## src/core/prof_map.vh

```
// Register map, field positions and constants of the read-back output FIFO flow block.
`ifndef PROF_MAP_VH
`define PROF_MAP_VH

`define PROF_DEPTH 64
`define PROF_AW 6
`define PROF_CW 7

`define PROF_ADDR_REQ 8'h00
`define PROF_ADDR_LIMIT 8'h04
`define PROF_ADDR_STATUS 8'h08
`define PROF_ADDR_DATA 8'h0c
`define PROF_ADDR_IRQ_STAT 8'h10
`define PROF_ADDR_IRQ_MASK 8'h14
`define PROF_ADDR_VARIANT 8'h18

`define PROF_REQ_RESET 8'h00
`define PROF_LIMIT_RESET 7'h00
`define PROF_MASK_RESET 3'h0

`define PROF_ST_STALL 8
`define PROF_ST_LEVEL 9
`define PROF_ST_ACTIVE 10

`define PROF_IRQ_LEVEL 0
`define PROF_IRQ_STALL 1
`define PROF_IRQ_GROUP 2

`define PROF_CMD_OTHER 2'h0
`define PROF_CMD_READ 2'h1
`define PROF_CMD_XCHG 2'h2
`define PROF_CMD_ARRAY 2'h3

// Arbitrary neutral value for the device variant field.
`define PROF_VARIANT_ID 8'h5a

`endif

```

## src/core/prof_flow.v

```verilog
// Read-back output FIFO flow control with APB register access.
`timescale 1ns/1ps
`default_nettype none
`include "prof_map.vh"

module prof_flow (
    // Clock, reset and enable.
    input wire pclk,
    input wire presetn,
    input wire clk_en,
    // APB slave.
    input wire psel,
    input wire penable,
    input wire pwrite,
    input wire [7:0] paddr,
    input wire [31:0] pwdata,
    output wire [31:0] prdata,
    output wire pready,
    output wire pslverr,
    // Commands from the command controller.
    input wire cmd_valid,
    input wire [1:0] cmd_kind,
    output wire cmd_ready,
    // Pixel processor data path.
    input wire pix_valid,
    input wire [31:0] pix_data,
    output wire pix_ready,
    // Host side status.
    output wire dma_req,
    output wire stalled,
    output wire irq
);
    localparam [3:0] ST_IDLE = 4'h1;
    localparam [3:0] ST_CHECK = 4'h2;
    localparam [3:0] ST_RUN = 4'h4;
    localparam [3:0] ST_STALL = 4'h8;
    localparam integer DEPTH_INT = `PROF_DEPTH;
    localparam [9:0] DEPTH10 = DEPTH_INT[9:0];
    localparam [`PROF_CW-1:0] DEPTH_C = DEPTH_INT[`PROF_CW-1:0];

    reg [3:0] state_r;
    reg [3:0] state_nxt;
    reg [8:0] rem_r;
    reg [8:0] rem_nxt;
    reg arr_r;
    reg arr_nxt;
    reg [7:0] req_r;
    reg [`PROF_CW-1:0] limit_r;
    reg [2:0] irq_stat_r;
    reg [2:0] irq_mask_r;
    reg [31:0] prdata_r;
    reg pready_r;
    reg pslverr_r;
    reg cmd_ready_r;
    reg pix_ready_r;
    reg dma_req_r;
    reg stalled_r;
    reg irq_r;
    reg [31:0] rd_mux;
    reg rd_hit;

    wire [31:0] fifo_rd_data;
    wire [`PROF_CW-1:0] count;
    wire apb_setup = psel & ~penable;
    wire apb_done = psel & penable & pready_r;
    wire wr_done = apb_done & pwrite;
    wire push = pix_valid & pix_ready_r;
    wire pop = apb_done & ~pwrite & (paddr == `PROF_ADDR_DATA) & (count != {`PROF_CW{1'b0}});
    wire cmd_take = cmd_valid & cmd_ready_r;
    wire [`PROF_CW-1:0] occ_nxt = count + {{(`PROF_CW-1){1'b0}}, push}
                                  - {{(`PROF_CW-1){1'b0}}, pop};
    wire [9:0] need = {3'h0, count} + {2'h0, req_r} + 10'h001;
    wire fits = (need <= DEPTH10);
    wire resume = (need < DEPTH10);
    wire [8:0] group_len = {1'b0, req_r} + 9'h001;
    wire level = (limit_r != {`PROF_CW{1'b0}}) && (count >= limit_r);
    wire group_end = push & ~arr_r & (rem_r == 9'h001);
    wire stall_enter = (state_r == ST_CHECK) & ~cmd_take & ~fits;

    prof_out_fifo u_fifo (
        .pclk(pclk),
        .presetn(presetn),
        .clk_en(clk_en),
        .wr_en(push),
        .wr_data(pix_data),
        .rd_en(pop),
        .rd_data(fifo_rd_data),
        .count(count)
    );

    // Command decode and group sequencing.
    always @* begin
        state_nxt = state_r;
        rem_nxt = rem_r;
        arr_nxt = arr_r;
        if (cmd_take) begin
            case (cmd_kind)
                `PROF_CMD_ARRAY: begin
                    state_nxt = ST_RUN;
                    arr_nxt = 1'b1;
                end
                `PROF_CMD_READ, `PROF_CMD_XCHG: begin
                    state_nxt = ST_CHECK;
                    arr_nxt = 1'b0;
                end
                default: begin
                    state_nxt = ST_IDLE;
                    arr_nxt = 1'b0;
                end
            endcase
            rem_nxt = 9'h000;
        end else begin
            case (state_r)
                ST_IDLE: begin
                    rem_nxt = 9'h000;
                end
                ST_CHECK: begin
                    if (fits) begin
                        state_nxt = ST_RUN;
                        rem_nxt = group_len;
                    end else begin
                        state_nxt = ST_STALL;
                    end
                end
                ST_RUN: begin
                    if (push && !arr_r) begin
                        rem_nxt = rem_r - 9'h001;
                        if (rem_r == 9'h001) begin
                            state_nxt = ST_CHECK;
                        end
                    end
                end
                ST_STALL: begin
                    // Commands are not accepted here, so only draining or a lower req_r ends a stall.
                    if (resume) begin
                        state_nxt = ST_RUN;
                        rem_nxt = group_len;
                    end
                end
                default: begin
                    state_nxt = ST_IDLE;
                    rem_nxt = 9'h000;
                    arr_nxt = 1'b0;
                end
            endcase
        end
    end

    // APB read multiplexer, evaluated in the setup cycle.
    always @* begin
        rd_mux = 32'h0000_0000;
        rd_hit = 1'b1;
        case (paddr)
            `PROF_ADDR_REQ: rd_mux = {24'h000000, req_r};
            `PROF_ADDR_LIMIT: rd_mux = {25'h0, limit_r};
            `PROF_ADDR_STATUS: begin
                rd_mux[`PROF_CW-1:0] = count;
                rd_mux[`PROF_ST_STALL] = stalled_r;
                rd_mux[`PROF_ST_LEVEL] = level;
                rd_mux[`PROF_ST_ACTIVE] = (state_r != ST_IDLE);
            end
            `PROF_ADDR_DATA: rd_mux = fifo_rd_data;
            `PROF_ADDR_IRQ_STAT: rd_mux = {29'h0, irq_stat_r};
            `PROF_ADDR_IRQ_MASK: rd_mux = {29'h0, irq_mask_r};
            `PROF_ADDR_VARIANT: rd_mux = {24'h000000, `PROF_VARIANT_ID};
            default: rd_hit = 1'b0;
        endcase
    end

    // Flow state and handshake outputs.
    always @(posedge pclk or negedge presetn) begin
        if (!presetn) begin
            state_r <= ST_IDLE;
            rem_r <= 9'h000;
            arr_r <= 1'b0;
            cmd_ready_r <= 1'b0;
            pix_ready_r <= 1'b0;
            stalled_r <= 1'b0;
            dma_req_r <= 1'b0;
        end else if (clk_en) begin
            state_r <= state_nxt;
            rem_r <= rem_nxt;
            arr_r <= arr_nxt;
            cmd_ready_r <= (state_nxt == ST_IDLE) || (state_nxt == ST_CHECK)
                           || ((state_nxt == ST_RUN) && arr_nxt);
            if (state_nxt != ST_RUN) begin
                pix_ready_r <= 1'b0;
            end else if (arr_nxt) begin
                pix_ready_r <= (occ_nxt < DEPTH_C);
            end else begin
                pix_ready_r <= (rem_nxt != 9'h000);
            end
            stalled_r <= (state_nxt == ST_STALL);
            dma_req_r <= level;
        end
    end

    // APB slave: no wait state, answer in the first access cycle after setup.
    always @(posedge pclk or negedge presetn) begin
        if (!presetn) begin
            prdata_r <= 32'h0000_0000;
            pready_r <= 1'b0;
            pslverr_r <= 1'b0;
            req_r <= `PROF_REQ_RESET;
            limit_r <= `PROF_LIMIT_RESET;
            irq_mask_r <= `PROF_MASK_RESET;
        end else if (clk_en) begin
            pready_r <= apb_setup;
            if (apb_setup) begin
                prdata_r <= pwrite ? 32'h0000_0000 : rd_mux;
                pslverr_r <= ~rd_hit;
            end else if (apb_done) begin
                pslverr_r <= 1'b0;
            end
            if (wr_done) begin
                case (paddr)
                    `PROF_ADDR_REQ: req_r <= pwdata[7:0];
                    `PROF_ADDR_LIMIT: limit_r <= pwdata[`PROF_CW-1:0];
                    `PROF_ADDR_IRQ_MASK: irq_mask_r <= pwdata[2:0];
                    default: req_r <= req_r;
                endcase
            end
        end
    end

    // Sticky interrupt status: a new event wins over a write-one clear.
    wire [2:0] irq_event = {group_end, stall_enter, level};
    wire irq_clr_wr = wr_done & (paddr == `PROF_ADDR_IRQ_STAT);
    genvar gi;

    generate
        for (gi = 0; gi < 3; gi = gi + 1) begin : g_irq_bit
            always @(posedge pclk or negedge presetn) begin
                if (!presetn) begin
                    irq_stat_r[gi] <= 1'b0;
                end else if (clk_en) begin
                    irq_stat_r[gi] <= irq_event[gi]
                                      | (irq_stat_r[gi] & ~(irq_clr_wr & pwdata[gi]));
                end
            end
        end
    endgenerate

    always @(posedge pclk or negedge presetn) begin
        if (!presetn) begin
            irq_r <= 1'b0;
        end else if (clk_en) begin
            irq_r <= |(irq_stat_r & irq_mask_r);
        end
    end

    assign prdata = prdata_r;
    assign pready = pready_r;
    assign pslverr = pslverr_r;
    assign cmd_ready = cmd_ready_r;
    assign pix_ready = pix_ready_r;
    assign dma_req = dma_req_r;
    assign stalled = stalled_r;
    assign irq = irq_r;
endmodule // prof_flow
`default_nettype wire

```

## src/core/prof_out_fifo.v

```verilog
// Output FIFO storage with occupancy count.
`timescale 1ns/1ps
`default_nettype none
`include "prof_map.vh"

module prof_out_fifo (
    // Clock, reset and enable.
    input wire pclk,
    input wire presetn,
    input wire clk_en,
    // Write side.
    input wire wr_en,
    input wire [31:0] wr_data,
    // Read side.
    input wire rd_en,
    output wire [31:0] rd_data,
    output wire [`PROF_CW-1:0] count
);
    reg [31:0] mem_r [0:`PROF_DEPTH-1];
    reg [`PROF_AW-1:0] wptr_r;
    reg [`PROF_AW-1:0] rptr_r;
    reg [`PROF_CW-1:0] count_r;

    assign rd_data = mem_r[rptr_r];
    assign count = count_r;

    always @(posedge pclk) begin
        if (clk_en && wr_en) begin
            mem_r[wptr_r] <= wr_data;
        end
    end

    always @(posedge pclk or negedge presetn) begin
        if (!presetn) begin
            wptr_r <= {`PROF_AW{1'b0}};
            rptr_r <= {`PROF_AW{1'b0}};
            count_r <= {`PROF_CW{1'b0}};
        end else if (clk_en) begin
            if (wr_en) begin
                wptr_r <= wptr_r + 1'b1;
            end
            if (rd_en) begin
                rptr_r <= rptr_r + 1'b1;
            end
            if (wr_en && !rd_en) begin
                count_r <= count_r + 1'b1;
            end else if (rd_en && !wr_en) begin
                count_r <= count_r - 1'b1;
            end
        end
    end
endmodule // prof_out_fifo
`default_nettype wire

```

## config.mk

```make
export PLATFORM = sky130hd
export DESIGN_NAME = prof_flow
export DESIGN_NICKNAME = d
export VERILOG_FILES = /design/src/core/prof_flow.v /design/src/core/prof_out_fifo.v
export VERILOG_INCLUDE_DIRS = /design/src /design/src/core
export SDC_FILE = /design/constraint.sdc
export NUM_CORES = 2
export LEC_CHECK = 0
export BUFFER_PORTS_ARGS = -buffer_cell sky130_fd_sc_hd__buf_2
export CAP_MARGIN = 20
export CORE_MARGIN = 2
export CORE_UTILIZATION = 45
export CTS_CLUSTER_DIAMETER = 200
export DETAILED_ROUTE_END_ITERATION = 6
export PLACE_DENSITY_LB_ADDON = 0.08
export SYNTH_ARGS = -nofsm -noshare
export SYNTH_HDL_FRONTEND = slang
export SYNTH_SLANG_ARGS = --single-unit
```

## constraint.sdc

```tcl
create_clock -name pclk -period 9.69 [get_ports pclk]
set_input_delay 0.969 -clock pclk [delete_from_list [all_inputs] [get_ports pclk]]
set_output_delay 0.969 -clock pclk [all_outputs]
set_load 0.02 [all_outputs]
```

==> metrics.txt <==
# IOs=121; failing checks=DRC; CTS tree=done; crit start category=flip-flop; # hold bufs at CTS=0; Mapped Cells=3599; crit share post-route=47.0%; chip height=434 microns; area delta synth->final=13.4%; max cap viols=0; Clock Sinks=2141; Synth top area share=73.8%; Initial Utilization=45.4%; initial antenna violation count=21; minimum clock period=4550 ps; kind of critical path=flip-flop to flip-flop; Slew Limit Fails=0; Seq cells post-synth=2141; DR vias/cell=6.08; delay-heaviest family, CP=multiplexers; endpoints failing hold=0; largest net degree at the start of global routing=126; Pwr Total=18.5 mW; Fin Setup TNS=0 ps; Slew HR=22.7%; Root Buffer=clkbuf_16; gpl congestion=0.813; vias in the first global route=40373; Synth area leaders=edfxtp_1 (74%), mux4_2 (18%), dfrtp_1 (2.8%); Bufs and invs on worst path=2; setup violation total in the final timing report=0; die area=0.189 sq mm; CP endpoint kind=flip-flop; DRC viols=2; worst clock skew=44.5 ps; CTS-repair resized insts=0; syn nets=3718; proportion of layout cells with a drive suffix above 1=31.9%; Final ANT Viol Nets=0; outcome=finished, violations left; synth warn=0; worst-path cell chain=buf_12 -> buf_4 -> mux4_2 -> mux4_2 -> mux4_2 -> nand2b_1 -> nand2_1; num rows=157; Synth area leader=edfxtp_1; global-route wire length before repair=311000 microns; crit-path max cell delay=960 ps; Longest Clk Path Bufs=3; number of synthesized flops with an enable pin=2048; Main synth FF type=edfxtp_1; Vias=39407; cell mode on critical path=mux4_2; RSZ-0062 raised after global routing=no; Worst-Margin Slew=1160 ps; syn avg cell area=23.2 sq um; Worst-Skew Late Latency=850 ps; die span in x=434 microns; critical path startpoint=u_fifo.rptr_r[0]; Lkg Pwr=28.9 nW; crit-path max FO=84; Netlist cell types=66; most common cell after layout, fill and taps aside=edfxtp_1; sequential element share of the synthesized area=76.5%; total core area=0.184 sq mm; top achievable clock speed=0.220 GHz; drt first-iter violations=4653; Post-CTS Setup Bufs=0; Mapped Area=0.0834 sq mm; async set-reset flop share out of synthesis=4.34%; number of CTS-inserted buffers=219; GR Overflow Total=0; most frequent cells in the layout=edfxtp_1 (2048), mux4_2 (672), clkbuf_16 (222), nand2_1 (102), buf_2 (95); Data required, critical path=10410 ps; r2r startpoint=u_fifo.rptr_r[0]; dpl hpwl=116000 microns; slowest cell on the critical path=dfrtp_4; Worst Hold Class=input port to asynchronous set/reset pin; # port buffers=96; GRT Total Usage=23.8%; clock slew seen by the registers of the worst setup and hold paths=60 ps; Final nets=3947; Post-Route WL=222000 microns; Power Density=196 mW/mm^2; VDD IR max=0.146 mV; Critical Path AT=5270 ps; H-tree Lvls=4; Pre-antenna DRT Iters=7; wire per inst=34.3 microns
[per-layer routing]
layer	vias up	track usage, %	share of wire (%)
li1	15801	-	-
met1	21858	33.5	42
met2	1454	39.6	50
met3	288	3.43	6.0
met4	6	5.82	2.2
met5	-	0	0.015
[area by class of cell]
cell class / count / area, sq um
fillers: 14120 / 89100
flip-flops and latches: 2141 / 63800
multi-input cells: 1241 / 19200
clock buffers: 298 / 5960
well taps: 2464 / 3080
repair buffers: 193 / 1390
clock inverters: 110 / 941
inverters: 32 / 120
diodes: 2 / 5.00
[per-stage QoR]
stage	instances	worst slack, ps	instance area (sq um)	utilization (%)	hold slack [ps]
final	6481	5140	94500	51.5	154
after global routing	6479	4740	94500	51.5	154
after CTS	6471	4960	94400	51.4	104
after detailed placement	6063	4650	87500	47.6	462
after global placement	6063	4720	87500	47.6	470
after floorplan	3599	6100	83400	-	464
[final timing paths]
kind                         endpoint  slack [ps]  depth (start not counted)
setup / recovery           prdata[14]        5140                          7
hold / removal              prdata[0]         150                          1
setup reg to reg           prdata[14]        5140                          7
hold reg to reg            prdata[21]         470                          2
max in group asynchronous  prdata[24]        8210                          2
min in group pclk            req_r[7]         350                          2
[state kept, by name, summed over array words and instances, names as in the netlist, 3 cells and up]
| signal | count |
|---|---|
| u_fifo.mem_r | 2048 |
| prdata | 32 |
| rem_r | 9 |
| req_r | 8 |
| limit_r | 7 |
| u_fifo.count | 7 |
| u_fifo.rptr_r | 6 |
| u_fifo.wptr_r | 6 |
| state_r | 4 |
| irq_mask_r | 3 |
| irq_stat_r | 3 |
[where the power goes]
group          internal [mW]  total [mW]  switching [mW]  leakage (nW)
clock network           4.60        8.09            3.49          3.36
logic                 0.0745       0.289           0.214          5.90
registers               10.1        10.2          0.0190          19.7
total                   14.8        18.5            3.73          28.9
[cells in the mapped netlist, types with 4 or more instances]
cell type,number
nor2b_1,7
clkbuf_1,117
o21a_1,4
a21oi_1,30
nand3b_1,8
and3_1,7
mux2_2,25
nor3_1,12
dfrtp_1,92
inv_1,32
xnor2_1,20
nor2_1,112
a211oi_1,5
edfxtp_1,2048
a222oi_1,4
xor2_1,15
nand4_1,14
nor4b_1,4
a22o_1,12
mux4_2,672
and2_1,5
nand2_1,102
o21ai_0,26
ha_1,35
nand2b_1,30
a21o_1,7
nand3_1,18
buf_2,16
a31oi_1,8
buf_1,52
[logic make-up after synthesis]
family / count (synthesis) / share of synthesized area, %
compound gates: 131 / 1.07
xor+xnor: 35 / 0.368
fa+ha+maj: 37 / 0.573
buf+inv: 217 / 1.00
flops: 2141 / 76.5
mux: 699 / 18.5
simple gates: 339 / 1.92
(Power assumes the default switching activity.)
